**src/rtl/osr_defs.vh**
```
// Constants for the operation status register bank.
// Assumes one device clock and a plain register port.
`ifndef OSR_DEFS_VH
`define OSR_DEFS_VH

// Widths
`define OSR_DW          16
`define OSR_AW          6
`define OSR_NGRP        3

// Group numbers (address bits 4:3)
`define OSR_GRP_OPERATION_SUMMARY_BIT    2'h0
`define OSR_GRP_QUES    2'h1
`define OSR_GRP_INST    2'h2

// Register select within a group (address bits 2:0)
`define OSR_SEL_COND    3'h0
`define OSR_SEL_EVENT   3'h1
`define OSR_SEL_ENABLE  3'h2
`define OSR_SEL_RISE    3'h3
`define OSR_SEL_FALL    3'h4

// Common registers (address bit 5 set, select in bits 2:0)
`define OSR_SEL_STB     3'h0
`define OSR_SEL_ESR     3'h1
`define OSR_SEL_ESE     3'h2
`define OSR_SEL_SRE     3'h3
`define OSR_SEL_CMD     3'h4

// Command register bits
`define OSR_CMD_CLS     0
`define OSR_CMD_PRESET  1
`define OSR_CMD_RST     2

// Status byte bit positions
`define OSR_STB_QUES    3
`define OSR_STB_ESB     5
`define OSR_STB_MSS     6
`define OSR_STB_OPERATION_SUMMARY_BIT    7

// Operation condition bit fed by the instrument subgroup summary
`define OSR_OPERATION_SUMMARY_BIT_INST_BIT 13

// Reset and preset values
`define OSR_ENABLE_RST  16'h0000
`define OSR_RISE_RST    16'h0000
`define OSR_FALL_RST    16'h0000
`define OSR_RISE_PRESET 16'hffff
`define OSR_FALL_PRESET 16'h0000
`define OSR_ENABLE_PRESET 16'h0000

`endif

```
**src/rtl/osr_group.v**
```verilog
// One status group: condition, filters, latched event, enable mask.
// Assumes the condition input is already on the clk_sys domain.
`timescale 1ns/1ps
`include "osr_defs.vh"
module osr_group #(
  parameter W = `OSR_DW
) (
  // Clock and reset
  input  wire         clk_sys,
  input  wire         nrst,
  // Live condition
  input  wire [W-1:0] cond,
  // Register access
  input  wire [W-1:0] wdata,
  input  wire         wr_enable,
  input  wire         wr_rise,
  input  wire         wr_fall,
  input  wire         rd_event,
  // Commands
  input  wire         cls,
  input  wire         preset,
  // State
  output reg  [W-1:0] event_r,
  output reg  [W-1:0] enable_r,
  output reg  [W-1:0] rise_r,
  output reg  [W-1:0] fall_r,
  output wire         summary
);

  reg  [W-1:0] prev_r;
  wire [W-1:0] rose;
  wire [W-1:0] fell;
  wire [W-1:0] caught;

  // Edges against the previous clock
  assign rose   = cond & ~prev_r;
  assign fell   = ~cond & prev_r;
  // Both filters pass either edge; neither passes none
  assign caught = (rose & rise_r) | (fell & fall_r);

  assign summary = |(event_r & enable_r);

  always @(posedge clk_sys or negedge nrst) begin
    if (!nrst) begin
      prev_r   <= {W{1'b0}};
      event_r  <= {W{1'b0}};
      enable_r <= `OSR_ENABLE_RST;
      rise_r   <= `OSR_RISE_RST;
      fall_r   <= `OSR_FALL_RST;
    end else begin
      prev_r <= cond;
      // Latch; set beats read-clear and clear-status
      if (rd_event || cls) begin
        event_r <= caught;
      end else begin
        event_r <= event_r | caught;
      end
      if (preset) begin
        enable_r <= `OSR_ENABLE_PRESET;
        rise_r   <= `OSR_RISE_PRESET;
        fall_r   <= `OSR_FALL_PRESET;
      end else begin
        if (wr_enable) begin
          enable_r <= wdata;
        end
        if (wr_rise) begin
          rise_r <= wdata;
        end
        if (wr_fall) begin
          fall_r <= wdata;
        end
      end
    end
  end

endmodule // osr_group

```
**src/rtl/osr_top.v**
```verilog
// Operation status register bank with questionable, instrument
// subgroup and standard event groups, and the status byte.
// Assumes condition pins are asynchronous; std_evt_in and the
// register port are on clk_sys.
//
// Operation
// - Operation, questionable, standard event groups provided
// - Event latches filtered transitions until cleared
// - Event read returns value then clears
// - Queries return binary-weighted bit sum
// - Device reset leaves event register alone
// - Condition shows live state, read harmless
// - Condition bit follows its source
// - Device reset keeps still-present condition bits
// - Enable masks event onto summary bit
// - Preset clears enable register
// - Enable writable, readable, default zero
// - Clear-status clears event, keeps enable
// - Falling filter passes one-to-zero edges
// - Rising filter passes zero-to-one edges
// - Preset sets rising, clears falling filter
// - Both filters set pass either edge
// - Both filters clear pass nothing
// - Instrument subgroup behaves like operation group
//
// Chosen here: the address map and strobed register access.
`timescale 1ns/1ps
`include "osr_defs.vh"
module osr_top #(
  parameter W = `OSR_DW
) (
  // Clock and reset
  input  wire                 clk_sys,
  input  wire                 nrst,
  // Register port
  input  wire [`OSR_AW-1:0]   reg_addr,
  input  wire [W-1:0]         reg_wdata,
  input  wire                 reg_wr,
  input  wire                 reg_rd,
  output reg  [W-1:0]         reg_rdata,
  // Condition pins
  input  wire [W-1:0]         cond_operation_summary_bit_in,
  input  wire [W-1:0]         cond_ques_in,
  input  wire [W-1:0]         cond_inst_in,
  // Standard event pulses
  input  wire [7:0]           std_evt_in,
  // Status outputs
  output wire [7:0]           status_byte,
  output wire                 operation_summary_bit,
  output wire                 service_request,
  output reg                  dev_reset_pulse
);

  localparam NG = `OSR_NGRP;

  // Decode
  wire                 is_common;
  wire [1:0]           grp;
  wire [2:0]           sel;
  wire [NG-1:0]        gsel;
  wire [W-1:0]         cmd_bits;
  wire                 wr_cmd;
  wire                 wr_ese;
  wire                 wr_sre;
  wire                 rd_esr;
  wire [NG-1:0]        wr_enable_v;
  wire [NG-1:0]        wr_rise_v;
  wire [NG-1:0]        wr_fall_v;
  wire [NG-1:0]        rd_event_v;
  wire                 do_cls;
  wire                 do_preset;
  wire                 do_rst;

  // Condition synchronisers
  reg  [NG*W-1:0]      pin_meta_r;
  reg  [NG*W-1:0]      pin_sync_r;
  wire [NG*W-1:0]      pin_raw;
  wire [NG*W-1:0]      cond_all;

  // Group state
  wire [NG*W-1:0]      event_all;
  wire [NG*W-1:0]      enable_all;
  wire [NG*W-1:0]      rise_all;
  wire [NG*W-1:0]      fall_all;
  wire [NG-1:0]        sum_all;

  // Standard event group and service request enable
  reg  [7:0]           esr_r;
  reg  [7:0]           ese_r;
  reg  [7:0]           sre_r;
  wire                 esb;
  reg  [7:0]           stb_raw;
  wire                 mss;
  reg  [7:0]           stb_nxt;
  reg  [7:0]           stb_r;

  // Read path
  reg  [W-1:0]         rd_mux;
  wire [W-1:0]         grp_word;
  reg  [W-1:0]         com_word;
  wire [(NG+1)*W-1:0]  rd_chain;

  assign is_common = reg_addr[5];
  assign grp       = reg_addr[4:3];
  assign sel       = reg_addr[2:0];

  // Common register strobes
  assign wr_cmd = reg_wr && is_common && (sel == `OSR_SEL_CMD);
  assign wr_ese = reg_wr && is_common && (sel == `OSR_SEL_ESE);
  assign wr_sre = reg_wr && is_common && (sel == `OSR_SEL_SRE);
  assign rd_esr = reg_rd && is_common && (sel == `OSR_SEL_ESR);

  // Command register write
  assign cmd_bits  = wr_cmd ? reg_wdata : {W{1'b0}};
  assign do_cls    = cmd_bits[`OSR_CMD_CLS];
  assign do_preset = cmd_bits[`OSR_CMD_PRESET];
  assign do_rst    = cmd_bits[`OSR_CMD_RST];

  assign pin_raw = {cond_inst_in, cond_ques_in, cond_operation_summary_bit_in};

  // Two flip-flops on every condition pin
  always @(posedge clk_sys or negedge nrst) begin
    if (!nrst) begin
      pin_meta_r <= {NG*W{1'b0}};
      pin_sync_r <= {NG*W{1'b0}};
    end else begin
      pin_meta_r <= pin_raw;
      pin_sync_r <= pin_meta_r;
    end
  end

  // Condition is the live synchronised source, no latching
  assign cond_all[W-1:0] = pin_sync_r[W-1:0] |
         ({{(W-1){1'b0}}, sum_all[`OSR_GRP_INST]}
          << `OSR_OPERATION_SUMMARY_BIT_INST_BIT);
  assign cond_all[NG*W-1:W] = pin_sync_r[NG*W-1:W];

  // One group per status register set
  genvar g;
  generate
    for (g = 0; g < NG; g = g + 1) begin : grp_gen
      reg [W-1:0] grp_rd_word;

      // Register select and strobes for this group
      assign gsel[g]        = !is_common && ({30'h0, grp} == g);
      assign wr_enable_v[g] = reg_wr && gsel[g] && (sel == `OSR_SEL_ENABLE);
      assign wr_rise_v[g]   = reg_wr && gsel[g] && (sel == `OSR_SEL_RISE);
      assign wr_fall_v[g]   = reg_wr && gsel[g] && (sel == `OSR_SEL_FALL);
      assign rd_event_v[g]  = reg_rd && gsel[g] && (sel == `OSR_SEL_EVENT);

      osr_group #(
        .W (W)
      ) u_grp (
        .clk_sys   (clk_sys),
        .nrst      (nrst),
        .cond      (cond_all[g*W +: W]),
        .wdata     (reg_wdata),
        .wr_enable (wr_enable_v[g]),
        .wr_rise   (wr_rise_v[g]),
        .wr_fall   (wr_fall_v[g]),
        .rd_event  (rd_event_v[g]),
        .cls       (do_cls),
        .preset    (do_preset),
        .event_r   (event_all[g*W +: W]),
        .enable_r  (enable_all[g*W +: W]),
        .rise_r    (rise_all[g*W +: W]),
        .fall_r    (fall_all[g*W +: W]),
        .summary   (sum_all[g])
      );

      // Read word of this group
      always @* begin
        case (sel)
          `OSR_SEL_COND:   grp_rd_word = cond_all[g*W +: W];
          `OSR_SEL_EVENT:  grp_rd_word = event_all[g*W +: W];
          `OSR_SEL_ENABLE: grp_rd_word = enable_all[g*W +: W];
          `OSR_SEL_RISE:   grp_rd_word = rise_all[g*W +: W];
          `OSR_SEL_FALL:   grp_rd_word = fall_all[g*W +: W];
          default:         grp_rd_word = {W{1'b0}};
        endcase
      end

      assign rd_chain[(g+1)*W +: W] = rd_chain[g*W +: W] |
                                      (gsel[g] ? grp_rd_word : {W{1'b0}});
    end
  endgenerate

  // Standard event group: set wins over read-clear and clear-status
  always @(posedge clk_sys or negedge nrst) begin
    if (!nrst) begin
      esr_r <= 8'h00;
      ese_r <= 8'h00;
      sre_r <= 8'h00;
    end else begin
      if (rd_esr || do_cls) begin
        esr_r <= std_evt_in;
      end else begin
        esr_r <= esr_r | std_evt_in;
      end
      if (wr_ese) begin
        ese_r <= reg_wdata[7:0];
      end
      if (wr_sre) begin
        sre_r <= reg_wdata[7:0];
      end
    end
  end

  assign esb = |(esr_r & ese_r);

  // Status byte assembly
  always @* begin
    stb_raw                = 8'h00;
    stb_raw[`OSR_STB_QUES] = sum_all[`OSR_GRP_QUES];
    stb_raw[`OSR_STB_ESB]  = esb;
    stb_raw[`OSR_STB_OPERATION_SUMMARY_BIT] = sum_all[`OSR_GRP_OPERATION_SUMMARY_BIT];
  end

  assign mss = |(stb_raw & sre_r);

  always @* begin
    stb_nxt               = stb_raw;
    stb_nxt[`OSR_STB_MSS] = mss;
  end

  // Status outputs from flip-flops, one clock behind the groups
  always @(posedge clk_sys or negedge nrst) begin
    if (!nrst) begin
      stb_r <= 8'h00;
    end else begin
      stb_r <= stb_nxt;
    end
  end

  assign status_byte           = stb_r;
  assign operation_summary_bit = stb_r[`OSR_STB_OPERATION_SUMMARY_BIT];
  assign service_request       = stb_r[`OSR_STB_MSS];

  // Device reset request: no event or enable state is touched
  always @(posedge clk_sys or negedge nrst) begin
    if (!nrst) begin
      dev_reset_pulse <= 1'b0;
    end else begin
      dev_reset_pulse <= do_rst;
    end
  end

  // Group read word: OR of the selected group's word
  assign rd_chain[W-1:0] = {W{1'b0}};
  assign grp_word        = rd_chain[NG*W +: W];

  // Common read word
  always @* begin
    case (sel)
      `OSR_SEL_STB: com_word = {{(W-8){1'b0}}, status_byte};
      `OSR_SEL_ESR: com_word = {{(W-8){1'b0}}, esr_r};
      `OSR_SEL_ESE: com_word = {{(W-8){1'b0}}, ese_r};
      `OSR_SEL_SRE: com_word = {{(W-8){1'b0}}, sre_r};
      default:      com_word = {W{1'b0}};
    endcase
  end

  always @* begin
    rd_mux = is_common ? com_word : grp_word;
  end

  // Read data stands one cycle, bit n weighs two to the n
  always @(posedge clk_sys or negedge nrst) begin
    if (!nrst) begin
      reg_rdata <= {W{1'b0}};
    end else begin
      reg_rdata <= reg_rd ? rd_mux : {W{1'b0}};
    end
  end

endmodule // osr_top

```
**config.mk**
```make
export PLATFORM = sky130hd
export DESIGN_NAME = osr_top
export DESIGN_NICKNAME = d
export VERILOG_FILES = /design/src/rtl/osr_group.v /design/src/rtl/osr_top.v
export VERILOG_INCLUDE_DIRS = /design/src /design/src/rtl
export SDC_FILE = /design/constraint.sdc
export NUM_CORES = 1
export LEC_CHECK = 0
export ABC_CLOCK_PERIOD_IN_PS = 5400
export BUFFER_PORTS_ARGS = -buffer_cell sky130_fd_sc_hd__buf_2
export CAP_MARGIN = 20
export CORE_UTILIZATION = 40
export CTS_CLUSTER_SIZE = 8
export DETAILED_ROUTE_END_ITERATION = 16
export GPL_ROUTABILITY_DRIVEN = 1
export PLACE_DENSITY = 0.68
export SYNTH_ARGS = -nofsm -noshare
export SYNTH_HDL_FRONTEND = slang
export SYNTH_HIERARCHICAL = 1
export SYNTH_SLANG_ARGS = --single-unit
export TNS_END_PERCENT = 20
```
**constraint.sdc**
```tcl
create_clock -name clk_sys -period 5.4 [get_ports clk_sys]
set_input_delay 0.54 -clock clk_sys [delete_from_list [all_inputs] [get_ports clk_sys]]
set_output_delay 0.54 -clock clk_sys [all_outputs]
set_load 0.01 [all_outputs]
```
# --- Word-level counts from Yosys, hierarchy flattened ---
# Cells that the tools add are included.
word_totals:
  regBits: 381
  input_bits: 82
  wordCells: 142
classes:
  eq_ne: 6
  mux: 32
  n_bitwise: 33
  n_reduce_logical: 48
ops:
  columns: ["op", "count"]
  rows:
  - ["$mux 16", 26]
  - ["$and 16x16->16", 15]
  - ["$pmux 16 s5", 3]
  - ["$or 16x16->16", 8]
  - ["$not 16->16", 6]
  - ["$reduce_or 16->1", 3]
  - ["$pmux 8 s4", 1]
  - ["$logic_and 1x1->1", 27]
  - ["$reduce_bool 2->1", 9]
  - ["$and 8x8->8", 2]
  - ["$or 16x14->16", 1]
  - ["$reduce_or 8->1", 2]
  - ["$mux 8", 1]
  - ["$or 8x8->8", 1]
  - ["$eq 3x2->1 const B", 2]
  - ["$logic_or 1x1->1", 4]
  - ["$eq 3x1->1 const B", 1]
  - ["$eq 3x3->1 const B", 1]
  - ["$logic_not 3->1", 1]
  - ["$mux 3", 1]
  - ["$eq 2x1->1 const B", 1]
  - ["$eq 2x2->1 const B", 1]
  - ["$logic_not 2->1", 1]
  - ["$logic_not 1->1", 1]

# --- Longest topological paths before layout ---
depth:
  ltp_word: 9
  mapped_depth: 10
  depth_no_buf: 8

# --- Cells and area by module ---
# Netlist, hierarchy kept.
by_module_without_submodules:
  columns: ["module", "n_inst", "cells_per_inst", "area_per_inst_um2", "seq_area_each_um2"]
  rows:
  - ["osr_group", 3, 263, 3204.3, 2001.9]
  - ["osr_top", 1, 553, 6542.5, 3528.4]

# --- Least setup slack after synthesis ---
# OpenSTA, ideal clock, no wires.
synth_timing:
  path_kind: "input -> register"
  start: "input reg_addr[1]"
  end: "register grp_gen[0].u_grp.enable_r[10]"
  setup_time_ns: 0.132
  arrival_time_ns: 2.056
  required_ns: 5.268
  setup_slack_ns: 3.212
  stages: 8
  n_path_buf: 4
  cell_sequence: "buf_4 -> nor2_2 -> buf_2 -> and3_1 -> and3_1 -> buf_4 -> clkbuf_1 -> nor2_1"
synth_between:
  elab_chain_len: 4
  elab_cells_between_ends: 7
  cone_classes: "eq/ne (2); mux (2); reduce/logical (3)"
synth_lines:
  columns: ["element", "line_no", "rtl"]
  rows:
  - ["start: declaration", "osr_top.v:36", "input wire [`OSR_AW-1:0] reg_addr,"]
  - ["$eq 3x3->1 *", null, null]
  - ["$logic_and 1x1->1 *", "osr_top.v:108", "assign wr_cmd = reg_wr && is_common && (sel == `OSR_SEL_CMD);"]
  - ["$mux 3 *", "osr_top.v:114", "assign cmd_bits = wr_cmd ? reg_wdata : {W{1'b0}};"]
  - ["via cmd_bits[1]", "osr_top.v:61", "wire [W-1:0] cmd_bits;"]
  - ["$mux 16 or $reduce_bool 2->1 (tied branches)", null, null]
  - ["end signal: assignment", "osr_group.v:47", "enable_r <= `OSR_ENABLE_RST;"]
  - ["end signal: assignment", "osr_group.v:59", "enable_r <= `OSR_ENABLE_PRESET;"]
  - ["end signal: assignment", "osr_group.v:64", "enable_r <= wdata;"]
  - ["end: declaration", "osr_group.v:24", "output reg [W-1:0] enable_r,"]
# The timed path passes the listed nets; every way through them passes the cells marked *.
# A chain may end at the register's enable or synchronous reset.

# --- Worst setup path in the final report ---
layout_timing:
  start: "input reg_addr[0]"
  end: "register grp_gen[0].u_grp.event_r[8]"
layout_between:
  elab_cells_between_ends: 7
  cone_classes: "eq/ne (2); mux (2); reduce/logical (3)"
layout_lines:
  columns: ["element", "line_no", "rtl"]
  rows:
  - ["$eq 3x1->1", null, null]
  - ["$logic_and 1x1->1", "osr_top.v:149", "assign rd_event_v[g] = reg_rd && gsel[g] && (sel == `OSR_SEL_EVENT);"]
  - ["via rd_event_v[0]", "osr_top.v:69", "wire [NG-1:0] rd_event_v;"]
  - ["$logic_or 1x1->1", "osr_group.v:53", "if (rd_event || cls) begin"]
  - ["$mux 16", "osr_group.v:53", null]
  - ["end signal: assignment", "osr_group.v:46", "event_r <= {W{1'b0}};"]
  - ["end signal: assignment", "osr_group.v:54", "event_r <= caught;"]
  - ["end signal: assignment", "osr_group.v:56", "event_r <= event_r | caught;"]
  - ["end: declaration", "osr_group.v:23", "output reg [W-1:0] event_r,"]
# The timed path passes the listed nets, and every way through them passes these cells.

==> flow_metrics.py <==
metrics = {
    "status": {
        "status": "finished with violations",
        "violations": "negative hold slack",
    },
    "drt": {
        "drc_errors": 0,
        "routed_wirelength_um": 46000,
        "num_vias": 11641,
        "drt-pass1-iter-count": 5,
        "avgRoutedWirePerCell_um": 23.4,
        "route.detailed.vias_per_inst": 5.92,
        "drt_iter0_drc": 1058,
        "ant_nets": 0,
    },
    "clock_network": {
        "cts.repair_timing.setup_buffer_count": 0,
        "cts-buffers-inserted": 53,
        "post_cts_hold_buffer_count": 0,
        "clock_sink_count": 381,
        "clk_transition_reported_paths_ns": 0.05,
        "post_cts_resized": 0,
        "clock-root-buffer": "sky130_fd_sc_hd__clkbuf_16",
        "clkLatencyLatePin_ns": 0.58,
        "clock_tree_from_tritoncts": "done",
        "cts_buffer_depth": 3,
        "cts_htree_levels": 2,
    },
    "timing": {
        "fin_skew_ns": 0.0200,
        "hold-worst-slack_ns": -0.0102,
        "timing.final.ws_setup_ns": 2.71,
        "fin_setup_tns_ns": 0,
        "finalHoldViolCount": 3,
        "fin_crit_period_ns": 2.69,
        "timing.final.crit_share_pct": 49.7,
        "tightestPinTransition_ns": 1.03,
        "final_max_slew_viols": 0,
        "slew-limit-headroom_pct": 30.9,
        "setup_repair_after_global_routing_missed_its_margin": "no",
        "setup_viol": 0,
        "fmaxAchievable_mhz": 372,
    },
    "floorplan": {
        "placement_rows": 73,
        "fp.dieArea_mm2": 0.0412,
        "io_pins": 109,
        "starting_density_of_the_core_pct": 40.6,
        "fp.dieH_um": 203,
        "core_area_mm2": 0.0398,
        "dieWidth_um": 203,
    },
    "synthesis": {
        "yosysUniqueCellTypes": 47,
        "synth_enable_flop_cells": 0,
        "synth.cell_area_mm2": 0.0162,
        "synth_async_sr_flop_share_pct": 100,
        "netlist.top_cell.by_area": "sky130_fd_sc_hd__dfrtp_1",
        "yosysWarningCount": 6,
        "syn_avg_cell_area_um2": 12.0,
        "sequential_fraction_of_the_synthesis_area_pct": 59.0,
        "ys_top_cells_by_count": "381 x sky130_fd_sc_hd__dfrtp_1, 129 x sky130_fd_sc_hd__mux2i_1, 123 x sky130_fd_sc_hd__nor2_1",
        "primary_ff_master_synth": "sky130_fd_sc_hd__dfrtp_1",
        "synth_top_area_share_pct": 59.0,
        "ys_ff_latch": 381,
        "synthesized_instance_count": 1342,
        "synth_most_common_cell": "sky130_fd_sc_hd__dfrtp_1",
        "synth_area_leaders": "sky130_fd_sc_hd__dfrtp_1 59%, sky130_fd_sc_hd__mux2i_1 8.0%, sky130_fd_sc_hd__mux2_2 3.4%",
    },
    "pwr": {
        "static-leakage-power_nw": 8.24,
        "power_density_mw_per_mm2": 403,
        "ir_drop_mv": 0.229,
    },
    "grt": {
        "grt_max_degree": 148,
        "grt-ovfl-total": 0,
        "antenna_found_initial": 1,
        "track_usage_pct": 22.6,
        "grt_pass1_vias": 11667,
        "grt_pass1_wl_um": 70900,
    },
    "layout": {
        "postLayoutCoreUtil_pct": 46.2,
        "diodes": 0,
        "syn_to_final_growth_pct": 13.8,
        "finish.instance_area_mm2": 0.0184,
        "final_nets": 1518,
        "drive_above_1_share_pct": 18.0,
    },
    "critical_path": {
        "rrSetupSlack_ns": 2.79,
        "worstSetupEndpointType": "register",
        "critPathMaxFanout": 43,
        "worstPathRequired_ns": 5.85,
        "arrival_ns": 3.14,
        "timing_worst_setup_path_type": "input port to register",
        "worst_setup_path_start_kind": "input port",
    },
    "worst_hold_path": {
        "hold_path_class": "input port to asynchronous set/reset pin",
    },
    "run": {
        "max-cap-violations": 0,
    },
    "placement": {
        "dp_hpwl_um": 29200,
        "numPortBuffers": 104,
        "preCtsSetupSlack_ns": 2.18,
        "placed_area_mm2": 0.0170,
        "gp_congestion": 0.909,
    },
}
[placed cells by master, fill, tap and decap left out, types with 52 or more instances in the layout]
cell and count:
sky130_fd_sc_hd__a22oi_1 57, sky130_fd_sc_hd__a32oi_1 52, sky130_fd_sc_hd__buf_2 102, sky130_fd_sc_hd__clkbuf_16 55, sky130_fd_sc_hd__dfrtp_1 381, sky130_fd_sc_hd__mux2i_1 129
sky130_fd_sc_hd__nand2_1 70, sky130_fd_sc_hd__nor2_1 114, sky130_fd_sc_hd__o21ai_0 77
[power breakdown]
group	switching, W	internal, W
combinational	0.000498	0.000460
sequential	0.000315	0.00323
clock	0.00114	0.00177
[kinds of logic (layout without fill, tap and decap cells)]
| family | Yosys count | after routing | synth area share [%] |
|---|---|---|---|
| AO/OA/AOI/OAI | 349 | 349 | 15.7 |
| buffers and inverters | 141 | 236 | 5.01 |
| multiplexers | 182 | 182 | 12.0 |
| flip-flops | 381 | 381 | 59.0 |
| other | 1 | 4 | 0.0232 |
| AND/OR/NAND/NOR | 288 | 288 | 8.30 |
[path summary, 6_finish.rpt]
kind                                              start                           to  cells after the start
min in group clk_sys                    cond_inst_in[9]               pin_meta_r[41]                      1
max in group asynchronous                          nrst                     sre_r[2]                      2
max reg2reg                grp_gen[2].u_grp/enable_r[0]                reg_rdata[13]                      8
max                                         reg_addr[0]  grp_gen[0].u_grp/event_r[8]                      8
min reg2reg                              pin_meta_r[10]               pin_sync_r[10]                      0
min                                                nrst               pin_meta_r[24]                      1
[per-stage QoR]
step,instances,power (W)
after floorplan,1345,0.00413
after global placement,1905,0.00447
after detailed placement,1906,0.00452
after CTS,1965,0.00747
after global routing,1965,0.00774
final,1965,0.00741
[worst max-delay path, stage by stage]
cell                       delay [ns]
sky130_fd_sc_hd__buf_4           0.56
sky130_fd_sc_hd__nor2b_2         0.60
sky130_fd_sc_hd__buf_4           0.45
sky130_fd_sc_hd__nand3b_1        0.23
sky130_fd_sc_hd__nor2_1          0.17
sky130_fd_sc_hd__nor2_2          0.20
sky130_fd_sc_hd__a32oi_1         0.25
sky130_fd_sc_hd__o21ai_0         0.12
[layer usage]
layer / track usage (%) / share of wire [%] / wire length [um] / vias to the layer above
met5: 0 / 0 / 0 / -
met4: 10.7 / 4.5 / 2050 / 0
met3: 5.22 / 9.0 / 4130 / 112
met2: 34.0 / 44 / 20400 / 580
met1: 31.0 / 42 / 19400 / 5916
li1: - / - / - / 5033
[sequential cells by signal (all words and copies together) (netlist names)]
signal,cells
ese_r,8
esr_r,8
grp_gen.u_grp/event_r,48
grp_gen.u_grp/rise_r,48
status_byte,4
pin_sync_r,48
sre_r,8
grp_gen.u_grp/prev_r,48
reg_rdata,16
dev_reset_pulse,1
grp_gen.u_grp/enable_r,48
pin_meta_r,48
grp_gen.u_grp/fall_r,48
[final cells by class]
cell class / count / area (um2)
multi-input combinational: 823 / 5860
tap: 525 / 657
timing repair buffer: 126 / 743
inverter: 51 / 191
sequential: 381 / 9530
clock inverter: 1 / 8.76
clock buffer: 58 / 1390
fill: 3617 / 21400
Power figures use the tool's default switching activity.
